### config.mk
export PLATFORM = sky130hd
export DESIGN_NAME = cap2_aer_regs
export DESIGN_NICKNAME = d
export VERILOG_FILES = /design/src/common/cap2_aer_pkg.sv /design/src/hdl/cap2_aer_regs.sv
export SDC_FILE = /design/constraint.sdc
export NUM_CORES = 1
export LEC_CHECK = 0
export BUFFER_PORTS_ARGS = -buffer_cell sky130_fd_sc_hd__buf_2
export CAP_MARGIN = 25
export CORE_UTILIZATION = 52
export CTS_CLUSTER_DIAMETER = 30
export CTS_CLUSTER_SIZE = 40
export DETAILED_ROUTE_END_ITERATION = 12
export PLACE_DENSITY = 0.91
export SKIP_CTS_REPAIR_TIMING = 1
export SYNTH_ARGS = -nofsm -noshare
export SYNTH_HDL_FRONTEND = slang
export SYNTH_SLANG_ARGS = --single-unit
### constraint.sdc
create_clock -name clock -period 4.7 [get_ports clock]
set_clock_uncertainty 0.05 [all_clocks]
set_input_delay 1.41 -clock clock [delete_from_list [all_inputs] [get_ports clock]]
set_output_delay 1.41 -clock clock [all_outputs]
set_load 0.05 [all_outputs]
### src/common/cap2_aer_pkg.sv
// Summary of operation
// - Device control two: LTR and OBFF enables only
// - De-emphasis bits fixed by port direction
// - Error header bits 15:0 read 0001h
// - Error header bits 19:16 read version 1h
// - Error header next pointer reads 140h
// - Training error sets sticky W1C bit 0
// - Data link protocol error sets bit 4
// - Poisoned TLP sets bit 12
// - Flow control protocol error sets bit 13
// - Completion timeout sets bit 14
// - Completer abort sets bit 15
// - Unexpected completion sets bit 16
// - Receive buffer overflow sets bit 17
// - Malformed TLP sets bit 18
// - End-to-end CRC failure sets bit 19
// - Unsupported request sets bit 20
// - Access control violation sets bit 21
// - Mask bit suppresses logging and error message
package cap2_aer_pkg;

    ////////////////////////////////////////////////////////////////////////
    // Register byte offsets
    localparam int ADDR_W = 12;
    localparam logic [11:0] OFS_DEV_CTRL2 = 12'h0e8;
    localparam logic [11:0] OFS_LINK_CAP2 = 12'h0ec;
    localparam logic [11:0] OFS_LINK_CTRL2 = 12'h0f0;
    localparam logic [11:0] OFS_SLOT_CAP2 = 12'h0f4;
    localparam logic [11:0] OFS_SLOT_CTRL2 = 12'h0f8;
    localparam logic [11:0] OFS_AER_HDR = 12'h100;
    localparam logic [11:0] OFS_UE_STATUS = 12'h104;
    localparam logic [11:0] OFS_UE_MASK = 12'h108;

    ////////////////////////////////////////////////////////////////////////
    // Field positions
    localparam int DC2_LTR_EN = 10;
    localparam int DC2_OBFF_LSB = 13;
    localparam int OBFF_W = 2;
    localparam int LC2_SPEED_LSB = 0;
    localparam int SPEED_W = 4;
    localparam int LC2_ENTER_COMPL = 4;
    localparam int LC2_HW_SPEED_DIS = 5;
    localparam int LC2_SEL_DEEMPH = 6;
    localparam int LC2_MARGIN_LSB = 7;
    localparam int MARGIN_W = 3;
    localparam int LC2_MOD_COMPL = 10;
    localparam int LC2_COMPL_SOS = 11;
    localparam int LC2_COMPL_DEEMPH = 12;
    localparam int LS2_CUR_DEEMPH = 16;
    localparam int HDR_ID_LSB = 0;
    localparam int HDR_VER_LSB = 16;
    localparam int HDR_NEXT_LSB = 20;
    localparam int BYTE_W = 8;

    ////////////////////////////////////////////////////////////////////////
    // Reset and fixed values
    localparam logic [3:0] SPEED_RST = 4'h2;
    localparam logic [2:0] MARGIN_RST = 3'h0;
    localparam logic [1:0] OBFF_RST = 2'h0;
    localparam logic [15:0] AER_CAP_ID = 16'h0001;
    localparam logic [3:0] AER_CAP_VER = 4'h1;
    localparam logic [11:0] AER_NEXT_PTR = 12'h140;
    localparam logic [31:0] WORD_ZERO = 32'h0000_0000;

    ////////////////////////////////////////////////////////////////////////
    // Uncorrectable error bit positions
    localparam int UE_TRAINING = 0;
    localparam int UE_DL_PROTOCOL = 4;
    localparam int UE_POISONED = 12;
    localparam int UE_FC_PROTOCOL = 13;
    localparam int UE_CPL_TIMEOUT = 14;
    localparam int UE_CPL_ABORT = 15;
    localparam int UE_UNEXP_CPL = 16;
    localparam int UE_RX_OVERFLOW = 17;
    localparam int UE_MALFORMED = 18;
    localparam int UE_ECRC = 19;
    localparam int UE_UNSUP_REQ = 20;
    localparam int UE_ACS = 21;
    localparam logic [31:0] UE_IMPL_MASK = 32'h003f_f011;

    ////////////////////////////////////////////////////////////////////////
    // Carriers
    typedef struct packed {
        logic [1:0] obff_enable;       // OBFF enable and method
        logic ltr_enable;              // Latency tolerance reporting
    } dev_ctrl_t;

    typedef struct packed {
        logic [3:0] target_link_speed;
        logic enter_compliance;
        logic hw_speed_change_disable;
        logic [2:0] transmit_margin;
        logic enter_modified_compliance;
        logic compliance_skip_ordered_sets;
        logic compliance_deemphasis;
    } link_ctrl_t;

    typedef struct packed {
        logic acs_violation;
        logic unsupported_request;
        logic ecrc_error;
        logic malformed_tlp;
        logic receiver_overflow;
        logic unexpected_completion;
        logic completer_abort;
        logic completion_timeout;
        logic fc_protocol_error;
        logic poisoned_tlp;
        logic dl_protocol_error;
        logic training_error;
    } uncor_event_t;

endpackage

### src/hdl/cap2_aer_regs.sv
// The Avalon-MM interface to the registers was left to the implementer.
`timescale 1ns/100ps
module cap2_aer_regs
    import cap2_aer_pkg::*;
#(
    parameter bit DOWNSTREAM_PORT = 1'b0  // Port direction strap
) (
    input wire logic clock,                    // Core clock, 25 MHz
    input wire logic rstn,                     // Conventional reset, low
    input wire logic sticky_rstn,              // Sticky reset, low
    input wire logic [ADDR_W-1:0] avs_address, // Byte address
    input wire logic avs_read,                 // Read request
    input wire logic avs_write,                // Write request
    input wire logic [31:0] avs_writedata,     // Write data
    input wire logic [3:0] avs_byteenable,     // Byte lanes
    output logic [31:0] avs_readdata,          // Read data
    output logic avs_waitrequest,              // Stall
    input wire uncor_event_t uncor_events,     // Error event pulses
    output dev_ctrl_t dev_ctrl,                // Device control fields
    output link_ctrl_t link_ctrl,              // Link control fields
    output logic header_log_req,               // Log header pulse
    output logic error_msg_req                 // Send message pulse
);

    ////////////////////////////////////////////////////////////////////////
    // Helper functions

    // Word decode, shared by read and write paths
    function automatic logic hit(input logic [ADDR_W-1:0] a,
                                 input logic [ADDR_W-1:0] ofs);
        hit = (a[ADDR_W-1:2] == ofs[ADDR_W-1:2]);
    endfunction

    // Byte enables widened to a bit mask
    function automatic logic [31:0] be_mask(input logic [3:0] be);
        logic [31:0] m;
        m = WORD_ZERO;
        for (int i = 0; i < 4; i++) begin
            m[i*BYTE_W +: BYTE_W] = {BYTE_W{be[i]}};
        end
        be_mask = m;
    endfunction

    // Error events placed at their status positions
    function automatic logic [31:0] uncor_word(input uncor_event_t e);
        logic [31:0] w;
        w = WORD_ZERO;
        w[UE_TRAINING] = e.training_error;
        w[UE_DL_PROTOCOL] = e.dl_protocol_error;
        w[UE_POISONED] = e.poisoned_tlp;
        w[UE_FC_PROTOCOL] = e.fc_protocol_error;
        w[UE_CPL_TIMEOUT] = e.completion_timeout;
        w[UE_CPL_ABORT] = e.completer_abort;
        w[UE_UNEXP_CPL] = e.unexpected_completion;
        w[UE_RX_OVERFLOW] = e.receiver_overflow;
        w[UE_MALFORMED] = e.malformed_tlp;
        w[UE_ECRC] = e.ecrc_error;
        w[UE_UNSUP_REQ] = e.unsupported_request;
        w[UE_ACS] = e.acs_violation;
        uncor_word = w;
    endfunction

    ////////////////////////////////////////////////////////////////////////
    // Declarations
    logic [31:0] ue_status;      // Sticky error status
    logic [31:0] ue_mask;        // Sticky error mask
    logic [31:0] ue_set;         // Events this cycle
    logic [31:0] wmask;          // Write lane mask
    logic [31:0] ue_clear;       // W1C clear bits
    logic [31:0] next_status;    // Status next value
    logic [31:0] lc2_word;       // Link control/status two view
    logic [31:0] dc2_word;       // Device control two view
    logic [31:0] hdr_word;       // Error capability header
    logic [31:0] lc2_merge;      // Link control after write
    logic [31:0] dc2_merge;      // Device control after write
    logic [31:0] read_word;      // Read mux result
    logic wr_fire;               // Write takes effect
    logic rd_take;               // Read accepted this cycle
    logic deemph_level;          // Fixed de-emphasis value

    ////////////////////////////////////////////////////////////////////////
    // Avalon handshake

    // One wait cycle per access; the answer comes on the next edge
    always_ff @(posedge clock) begin
        if (!rstn) begin
            avs_waitrequest <= 1'b1;
        end else if ((avs_read || avs_write) && avs_waitrequest) begin
            avs_waitrequest <= 1'b0;
        end else begin
            avs_waitrequest <= 1'b1;
        end
    end

    assign wr_fire = avs_write && !avs_waitrequest;
    assign rd_take = avs_read && avs_waitrequest;
    assign wmask = be_mask(avs_byteenable);

    ////////////////////////////////////////////////////////////////////////
    // Read views

    // Direction strap fixes both de-emphasis bits
    assign deemph_level = DOWNSTREAM_PORT;

    // Device control two, status half reads zero
    always_comb begin
        dc2_word = WORD_ZERO;
        dc2_word[DC2_LTR_EN] = dev_ctrl.ltr_enable;
        dc2_word[DC2_OBFF_LSB +: OBFF_W] = dev_ctrl.obff_enable;
    end

    // Link control and status two
    always_comb begin
        lc2_word = WORD_ZERO;
        lc2_word[LC2_SPEED_LSB +: SPEED_W] = link_ctrl.target_link_speed;
        lc2_word[LC2_ENTER_COMPL] = link_ctrl.enter_compliance;
        lc2_word[LC2_HW_SPEED_DIS] = link_ctrl.hw_speed_change_disable;
        lc2_word[LC2_SEL_DEEMPH] = deemph_level;
        lc2_word[LC2_MARGIN_LSB +: MARGIN_W] = link_ctrl.transmit_margin;
        lc2_word[LC2_MOD_COMPL] = link_ctrl.enter_modified_compliance;
        lc2_word[LC2_COMPL_SOS] = link_ctrl.compliance_skip_ordered_sets;
        lc2_word[LC2_COMPL_DEEMPH] = link_ctrl.compliance_deemphasis;
        lc2_word[LS2_CUR_DEEMPH] = deemph_level;
    end

    // Error capability header, all constant
    always_comb begin
        hdr_word = WORD_ZERO;
        hdr_word[HDR_ID_LSB +: 16] = AER_CAP_ID;
        hdr_word[HDR_VER_LSB +: 4] = AER_CAP_VER;
        hdr_word[HDR_NEXT_LSB +: 12] = AER_NEXT_PTR;
    end

    // Read mux; capability and slot words and holes read zero
    always_comb begin
        if (hit(avs_address, OFS_DEV_CTRL2)) begin
            read_word = dc2_word;
        end else if (hit(avs_address, OFS_LINK_CTRL2)) begin
            read_word = lc2_word;
        end else if (hit(avs_address, OFS_AER_HDR)) begin
            read_word = hdr_word;
        end else if (hit(avs_address, OFS_UE_STATUS)) begin
            read_word = ue_status;
        end else if (hit(avs_address, OFS_UE_MASK)) begin
            read_word = ue_mask;
        end else begin
            read_word = WORD_ZERO;
        end
    end

    // Read data sampled on the wait cycle, stands until next read
    always_ff @(posedge clock) begin
        if (!rstn) begin
            avs_readdata <= WORD_ZERO;
        end else if (rd_take) begin
            avs_readdata <= read_word;
        end
    end

    ////////////////////////////////////////////////////////////////////////
    // Write merge: only writable bits take the new value

    assign dc2_merge = (dc2_word & ~wmask) | (avs_writedata & wmask);
    assign lc2_merge = (lc2_word & ~wmask) | (avs_writedata & wmask);

    // Device control two, conventional reset
    always_ff @(posedge clock) begin
        if (!rstn) begin
            dev_ctrl.ltr_enable <= 1'b0;
            dev_ctrl.obff_enable <= OBFF_RST;
        end else if (wr_fire && hit(avs_address, OFS_DEV_CTRL2)) begin
            dev_ctrl.ltr_enable <= dc2_merge[DC2_LTR_EN];
            dev_ctrl.obff_enable <= dc2_merge[DC2_OBFF_LSB +: OBFF_W];
        end
    end

    // Link control two; speed change disable is plain RW, conventional
    // reset, so the whole struct keeps a single driving process
    always_ff @(posedge clock) begin
        if (!rstn) begin
            link_ctrl.hw_speed_change_disable <= 1'b0;
        end else if (wr_fire && hit(avs_address, OFS_LINK_CTRL2)) begin
            link_ctrl.hw_speed_change_disable <=
                lc2_merge[LC2_HW_SPEED_DIS];
        end
        // Sticky fields survive conventional and hot resets
        if (!sticky_rstn) begin
            link_ctrl.target_link_speed <= SPEED_RST;
            link_ctrl.enter_compliance <= 1'b0;
            link_ctrl.transmit_margin <= MARGIN_RST;
            link_ctrl.enter_modified_compliance <= 1'b0;
            link_ctrl.compliance_skip_ordered_sets <= 1'b0;
            link_ctrl.compliance_deemphasis <= 1'b0;
        end else if (wr_fire && hit(avs_address, OFS_LINK_CTRL2)) begin
            link_ctrl.target_link_speed <=
                lc2_merge[LC2_SPEED_LSB +: SPEED_W];
            link_ctrl.enter_compliance <= lc2_merge[LC2_ENTER_COMPL];
            link_ctrl.transmit_margin <=
                lc2_merge[LC2_MARGIN_LSB +: MARGIN_W];
            link_ctrl.enter_modified_compliance <=
                lc2_merge[LC2_MOD_COMPL];
            link_ctrl.compliance_skip_ordered_sets <=
                lc2_merge[LC2_COMPL_SOS];
            link_ctrl.compliance_deemphasis <= lc2_merge[LC2_COMPL_DEEMPH];
        end
    end

    ////////////////////////////////////////////////////////////////////////
    // Uncorrectable error status and mask

    assign ue_set = uncor_word(uncor_events) & UE_IMPL_MASK;

    // Only ones in enabled lanes clear; zeros leave bits alone
    always_comb begin
        if (wr_fire && hit(avs_address, OFS_UE_STATUS)) begin
            ue_clear = avs_writedata & wmask & UE_IMPL_MASK;
        end else begin
            ue_clear = WORD_ZERO;
        end
    end

    // Set applied after clear so a coincident event is kept
    assign next_status = (ue_status & ~ue_clear) | ue_set;

    // Status is sticky; reserved positions never set
    always_ff @(posedge clock) begin
        if (!sticky_rstn) begin
            ue_status <= WORD_ZERO;
        end else begin
            ue_status <= next_status & UE_IMPL_MASK;
        end
    end

    // Mask is sticky read-write on implemented bits only
    always_ff @(posedge clock) begin
        if (!sticky_rstn) begin
            ue_mask <= WORD_ZERO;
        end else if (wr_fire && hit(avs_address, OFS_UE_MASK)) begin
            ue_mask <= ((ue_mask & ~wmask) | (avs_writedata & wmask))
                & UE_IMPL_MASK;
        end
    end

    ////////////////////////////////////////////////////////////////////////
    // Reporting toward logging and messaging

    // Masked errors still show in status but are not reported
    always_ff @(posedge clock) begin
        if (!rstn) begin
            header_log_req <= 1'b0;
            error_msg_req <= 1'b0;
        end else begin
            header_log_req <= |(ue_set & ~ue_mask);
            error_msg_req <= |(ue_set & ~ue_mask);
        end
    end

endmodule // cap2_aer_regs

Yosys cells after proc, flatten, opt, wreduce, memory -nomap -nowiden
Index checks and enable logic that the tools add are counted.

cells by class
  add/subtract/negate cells = 0
  $mul = 0
  divide/modulo/power cells = 0
  order comparisons = 0
  equality and inequality tests = 5
  shift operators = 0
  multiplexer cells = 7
  bitwise gates (word level) = 13
  reductions and logical operators = 10

operators by type and width
  cell                                             count
  2-to-1 mux 32 bit                                3
  bitwise AND 22 bit                               3
  2-to-1 mux 22 bit                                3
  NOT 22 bit                                       2
  OR 22 bit                                        2
  bitwise AND 22 x 32 -> 32 bit                    1
  NOT 22 -> 32 bit                                 1
  OR reduction 32 bit                              1
  == test 10 x 7 -> 1 bit (second input constant)  3
  == test 10 x 6 -> 1 bit (second input constant)  2
  bitwise AND 15 bit                               1
  OR 15 bit                                        1
  bitwise AND 13 bit                               1
  OR 13 bit                                        1
  logical AND 1 bit                                7
  logical NOT 1 bit                                1
  logical OR 1 bit                                 1
  2-to-1 mux 1 bit                                 1

storage, ports and cells
  flip-flop bits (word level) = 73
  bits in latches = 0
  memory bits (writable) = 0
  memory bits (read-only) = 0
  output and inout bits = 50
  memories kept = 0

Depth between registers and ports, before layout
Gate-level depths: netlist of the first run.

  depth after elaboration = 7
  gate-level depth with buffers = 6
  mapped depth without buffers = 4

Worst setup path before layout of the first run
OpenSTA, ideal clock, no wires.

  path type = input port to flip-flop
  from = in avs_address[9]
  to = reg avs_readdata[12]
  library setup time = 0.071 ns
  arrival time = 2.633 ns
  required time = 4.579 ns
  path slack = 1.946 ns
  stages on the path = 5
  path through = or3_1 > buf_2 > nor4_4 > a22oi_2 > a21oi_1

on the way
  cells in the longest elaborated chain, start to end = 6
  elaborated cells between the ends (all ways) = 10

ends and longest elaborated chain
  element                  RTL line              RTL
  start, declared          cap2_aer_regs.sv:11   input wire logic [ADDR_W-1:0] avs_address,
  == test 10 x 7 -> 1 bit  cap2_aer_regs.sv:31   hit = (a[ADDR_W-1:2] == ofs[ADDR_W-1:2]);
  2-to-1 mux 22 bit        cap2_aer_regs.sv:144  end else if (hit(avs_address, OFS_UE_MASK)) begin
  2-to-1 mux 22 bit        cap2_aer_regs.sv:142  end else if (hit(avs_address, OFS_UE_STATUS)) begin
  2-to-1 mux 32 bit        cap2_aer_regs.sv:140  end else if (hit(avs_address, OFS_AER_HDR)) begin
  2-to-1 mux 32 bit        cap2_aer_regs.sv:138  end else if (hit(avs_address, OFS_LINK_CTRL2)) begin
  2-to-1 mux 32 bit (*)    cap2_aer_regs.sv:136  if (hit(avs_address, OFS_DEV_CTRL2)) begin
  end signal, assigned     cap2_aer_regs.sv:156  avs_readdata <= read_word;
  end, declared            cap2_aer_regs.sv:16   output logic [31:0] avs_readdata,

Every way passes the cells marked *; elsewhere a longest branch is shown, timed or not.
A chain may end at the register's enable or synchronous reset.

==> run_results.csv, run 1 <==
group,metric,value,unit
yosys,ys_ff_latch,63,
worst_setup_path,cp-end-kind,"flop",
detailed_routing,drc_errors,0,
clock_network,clk_pin_slew,70,ps
die,io_pins,115,
pwr,p_int,0.779,mW
yosys,synth_edf_count,0,
yosys,synth_top_family_by_area,"compound AO/OA/AOI/OAI gates",
global_routing,grt_pass1_wl,13000,um
worst_setup_path,crit_fanout,7,
global_routing,overflow,0,
timing,finalSetupViolations,0,
yosys,synth_flop_cell,"dfxtp_1",
detailed_routing,wl_met3,769,um
yosys,synthAdderAreaFrac,0,%
run_status,status,"complete, no violations",
clock_network,cts_root_buf,"clkbuf_8",
detailed_routing,top_layer,"met4",
yosys,yosys.area_share.simple,22.6,%
timing,rsz0062_at_grt,"no",
global_routing,grt_max_degree,56,
yosys,synth_cell_types,46,
worst_setup_path,startpoint_type,"input port",
die,dieWidth,76.2,um
detailed_routing,first_iter_violations,350,
timing,tns,0,ps
timing,slew_headroom,37.4,%
detailed_routing,routed_via_density,5.92,
die,initial_core_util,55.1,%
yosys,ys.warnings.count,0,
worst_setup_path,crit_type,"input port to flop",
timing,fin_crit_sh,64.7,%
yosys,synth-compound-area-share,23.6,%
die,die_height,76.2,um
yosys,synth_xor_area_share,0,%
clock_network,cts.path.max_buffers,2,
pwr,irDropWorstVdd,0.305,mV
layout,fillers,432,
worst_setup_path,critPathRequiredTime,4840,ps
timing,fin_crit,3040,ps
timing,hold_viol_final,0,
timing,slew_violations,0,
detailed_routing,dr_wl_met2,4030,um
clock_network,tritoncts.num_buffers,9,
pwr,seq_power_share,51.2,%
layout,utilization,66.3,%
global_routing,grt_util_all_layers,28.2,%
timing,worst_slew_pin_slew,939,ps
detailed_routing,wl,8040,um
pwr,p_sw,0.293,mW
yosys,yosysSeqAreaShare,44.0,%
pwr,p_clk_share,37.5,%
layout,finalNetCount,474,
global_routing,grt_pass1_vias,2659,
yosys,synthTopCellsByArea,"dfxtp_1 (44%), o21ai_0 (5.6%), nand3_1 (3.8%)",
detailed_routing,postRouteAntennaNets,0,
placement,port_buffers,91,
yosys,async_flop_share,0,%
pwr,power_density,311,nW/um^2
placement,place_hpwl,5590,um
clock_network,cts_tree,"yes",
worst_setup_path,cp_data_arrival_time,3180,ps
die,dieArea,5810,sq um
layout,area_growth,20.3,%
layout,final_layout_size_suffix_gt1_share,30.3,%
yosys,synthCells,326,
detailed_routing,drtPass1Iterations,5,
detailed_routing,met1_length,3000,um
detailed_routing,avgRoutedWirePerCell,16.6,um
run,maxCapViolations,0,
yosys,synth.top_cell.area_share,44.0,%
pwr,p_sw_share,27.3,%
die,rows,26,
yosys,ys_top_cells_by_count,"dfxtp_1 (63), o21ai_0 (32), nand2_1 (29)",
detailed_routing,vias,2859,
yosys,syn_avg_cell_area,8.79,sq um
min_path,hp-class,"flop to flop",
placement,gp_congestion,0.888,
global_routing,antenna_found_initial,0,
die,fp.coreArea,5200,sq um
yosys,synth_top_area_cell,"dfxtp_1",
clock_network,insertion_delay,340,ps
yosys,syn-cell-area,2870,sq um
timing,fmax,0.329,GHz
yosys,synth_mux_area_share,1.05,%
pwr,power.share.combinational,11.3,%
clock_network,htreeDepth,3,
clock_network,clkSinkCount,63,
layout,antenna_cells,0,
pwr,p_leak,1.57,nW
yosys,synth_most_common_cell,"dfxtp_1",
path summary, 6_finish.rpt:
| path | cells after the start | endpoint | slack, ps | start |
|---|---|---|---|---|
| min | 2 | avs_readdata[16] | 400 | avs_readdata[16] |
| max reg2reg | 4 | avs_readdata[21] | 2500 | avs_waitrequest |
| min reg2reg | 2 | avs_readdata[16] | 400 | avs_readdata[16] |
| max | 6 | flop | 1660 | avs_address[9] |
layout by cell type, fill, tap and decap left out, types with 6 or more instances in the layout:
cell and count:
nand3_1 22, a22o_1 10, inv_1 17, clkbuf_8 10, a31oi_1 13, a21oi_1 10
o22ai_1 6, nand2_1 29, and3_1 6, conb_1 9, dfxtp_1 63, buf_2 91
a32oi_1 6, a22oi_1 9, o21ai_0 32, nor2_1 20
worst max-delay path, stage by stage:
cell     delay, ps
buf_2          120
or3_1          520
nor4b_4        580
buf_4          270
mux2i_1        190
nand2_1         70
area by class of cell:
type / instances / area, sq um / share of cell area [%]
multi-input cells: 223 / 1390 / 40.2
flip-flops and latches: 63 / 1260 / 36.6
repair buffers: 95 / 485 / 14.1
clock buffers: 11 / 141 / 4.10
well taps: 70 / 87.6 / 2.54
inverters: 17 / 63.8 / 1.85
clock inverters: 4 / 22.5 / 0.653
metal layers:
metal	vias to the layer above	global-route usage (%)
li1	1333	-
met1	1318	32.6
met2	182	49.5
met3	26	6.71
met4	0	11.9
met5	-	0
through the flow:
step | hold slack (ps) | instances | area [sq um] | setup WS, ps | total power, mW
after floorplan | 413 | 334 | 2900 | 1950 | 0.640
after global placement | 390 | 468 | 3280 | 1340 | 0.675
after detailed placement | 399 | 468 | 3280 | 1320 | 0.679
after CTS | 408 | 483 | 3450 | 1660 | 1.07
after global routing | 433 | 483 | 3450 | 1530 | 1.11
final | 404 | 483 | 3450 | 1660 | 1.07
power by group through the flow:
stage | Sequential (mW) | Combinational, mW | Clock [mW]
floorplan | 0.567 | 0.0722 | 0
global placement | 0.560 | 0.115 | 0
detailed placement | 0.561 | 0.118 | 0
CTS | 0.549 | 0.119 | 0.403
global route | 0.549 | 0.129 | 0.429
finish | 0.549 | 0.122 | 0.401
cell families after synthesis:
logic type             Yosys count
buffers and inverters           48
and+or+nand+nor                110
AOI/OAI and AO/OA              101
DFF                             63
muxes                            3
other                            1
(Power assumes the default switching activity.)
==> run 2: changes to the inputs <==
--- a/config.mk
+++ b/config.mk
@@ -7,11 +7,11 @@
 export LEC_CHECK = 0
 export BUFFER_PORTS_ARGS = -buffer_cell sky130_fd_sc_hd__buf_2
 export CAP_MARGIN = 25
-export CORE_UTILIZATION = 52
+export CORE_UTILIZATION = 48
 export CTS_CLUSTER_DIAMETER = 30
 export CTS_CLUSTER_SIZE = 40
 export DETAILED_ROUTE_END_ITERATION = 12
-export PLACE_DENSITY = 0.91
+export PLACE_DENSITY = 0.85
 export SKIP_CTS_REPAIR_TIMING = 1
 export SYNTH_ARGS = -nofsm -noshare
 export SYNTH_HDL_FRONTEND = slang
==> constraint.sdc (replaced) <==
create_clock -name clock -period 3.2 [get_ports clock]
set_clock_uncertainty 0.05 [all_clocks]
set_input_delay 0.96 -clock clock [delete_from_list [all_inputs] [get_ports clock]]
set_output_delay 0.96 -clock clock [all_outputs]
set_load 0.05 [all_outputs]
==> run_results.csv, run 2 (synthesis gave the netlist of run 1 again) <==
group,metric,value,unit
run_status,status,"complete, no violations",
timing,slew_headroom,44.6,%
clock_network,insertion_delay,350,ps
detailed_routing,wl,7710,um
timing,holdWs,412,ps
layout,multiInputGateArea,1390,sq um
global_routing,antenna_found_initial,0,
min_path,whs_path_depth,2,
die,initial_core_util,50.8,%
layout,finalNetCount,477,
worst_setup_path,crit_type,"input port to flop",
global_routing,grt_max_degree,42,
clock_network,clk_pin_slew,70,ps
layout,antenna_cells,0,
layout,final_common_cell,"buf_2",
global_routing,grt_pass1_wl,12400,um
layout,final_layout_size_suffix_gt1_share,31.2,%
timing,tns,0,ps
layout,area_growth,23.1,%
detailed_routing,vias,2833,
die,die_height,79.3,um
clock_network,cts_tree,"yes",
worst_setup_path,critPathRequiredTime,3370,ps
pwr,power.share.combinational,10.1,%
placement,place_hpwl,5530,um
placement,port_buffers,91,
layout,regArea,1260,sq um
worst_setup_path,startpoint_type,"input port",
die,dieWidth,79.3,um
detailed_routing,drc_errors,0,
detailed_routing,first_iter_violations,237,
layout,layout_common_cells,"buf_2 (91), dfxtp_1 (63), o21ai_0 (32)",
pwr,p_sw,0.468,mW
min_path,hold_start,"avs_readdata[16]",
layout,fillers,484,
global_routing,grt_pass1_vias,2749,
pwr,p_clk_share,44.1,%
worst_setup_path,cp_data_arrival_time,2570,ps
die,fp.coreArea,5640,sq um
timing,hold_viol_final,0,
global_routing,overflow,0,
min_path,hp-class,"flop to flop",
die,io_pins,115,
timing,rsz0062_at_grt,"no",
timing,finalSetupViolations,0,
global_routing,grt_util_all_layers,25.9,%
timing,fin_crit_sh,74.9,%
pwr,power_density,499,nW/um^2
layout,utilization,62.6,%
placement,gp_congestion,0.847,
clock_network,htreeDepth,3,
worst_setup_path,reg2reg_depth,4,
die,dieArea,6280,sq um
detailed_routing,postRouteAntennaNets,0,
run,maxCapViolations,0,
pwr,p_leak,1.62,nW
clock_network,cts.path.max_buffers,2,
pwr,seq_power_share,45.7,%
worst_setup_path,rr_startpoint,"avs_waitrequest",
clock_network,cts_root_buf,"clkbuf_8",
detailed_routing,avgRoutedWirePerCell,15.8,um
worst_setup_path,r2r-end,"avs_readdata[7]",
timing,slew_violations,0,
worst_setup_path,crit_fanout,12,
pwr,p_int,1.29,mW
detailed_routing,drtPass1Iterations,5,
clock_network,clkSinkCount,63,
die,rows,27,
worst_setup_path,cp-end-kind,"flop",
detailed_routing,routed_via_density,5.79,
clock_network,tritoncts.num_buffers,9,
min_path,hold_end,"avs_readdata[16]",
timing,fin_crit,2400,ps
timing,fmax,0.417,GHz
worst_setup_path,rrSetupSlack,1280,ps
pwr,p_sw_share,26.6,%
timing,worst_slew_pin_slew,830,ps
pwr,irDropWorstVdd,0.335,mV
## run 2: cell types whose count changed in the layout (fill, tap and decap cells not counted), sizes merged
cell / previous run / this run
clkbuf: 11 / 9
inv: 17 / 18
clkinv: 3 / 4
buf: 95 / 98
bufinv: 0 / 2
clkinvlp: 1 / 0
## run 2: power by group through the flow
| stage | clock network [mW] | registers, mW | logic (mW) |
|---|---|---|---|
| final | 0.777 | 0.805 | 0.178 |
| after global routing | 0.815 | 0.807 | 0.192 |
| after CTS | 0.778 | 0.805 | 0.177 |
| after detailed placement | 0 | 0.823 | 0.175 |
| after global placement | 0 | 0.822 | 0.172 |
| after floorplan | 0 | 0.833 | 0.106 |
## run 2: area by class of cell
cell class | count | area share [%]
clock buffers | 9 | 3.51
clock inverters | 7 | 2.73
inverters | 17 | 1.81
multi-input cells | 223 | 39.3
flip-flops and latches | 63 | 35.7
well taps | 72 | 2.55
repair buffers | 98 | 14.4
## run 2: metal layers
layer  part of all wire, %  track usage (%)  routed length, um
met2                    48             42.3               3710
met1                    40             29.3               3080
met3                   7.2             7.70                555
met4                   4.7             16.7                363
met5                     0                0                  0
## run 2: critical path, stage by stage
cell and delay, ps:
buf_2 130, nor4_1 580, nand4_1 550, nand3_1 260, o21ai_0 100
## run 2: how the worst max path moves through the flow
stage | start | depth (start not counted) | end
finish | avs_address[7] | 5 | flop
global route | avs_address[7] | 5 | flop
CTS | avs_address[9] | 5 | ue_status[16]
detailed placement | avs_address[7] | 5 | flop
global placement | avs_address[6] | 5 | ue_status[17]
floorplan | avs_address[9] | 5 | avs_readdata[12]
## run 2: per-stage QoR
step	worst slack [ps]	cell area (sq um)	power, mW	cells
2_1_floorplan	896	2900	0.939	334
3_3_place_gp	547	3310	0.995	473
3_5_place_dp	488	3310	0.998	473
4_1_cts	855	3530	1.76	489
5_1_grt	605	3530	1.81	489
6_report	804	3530	1.76	489
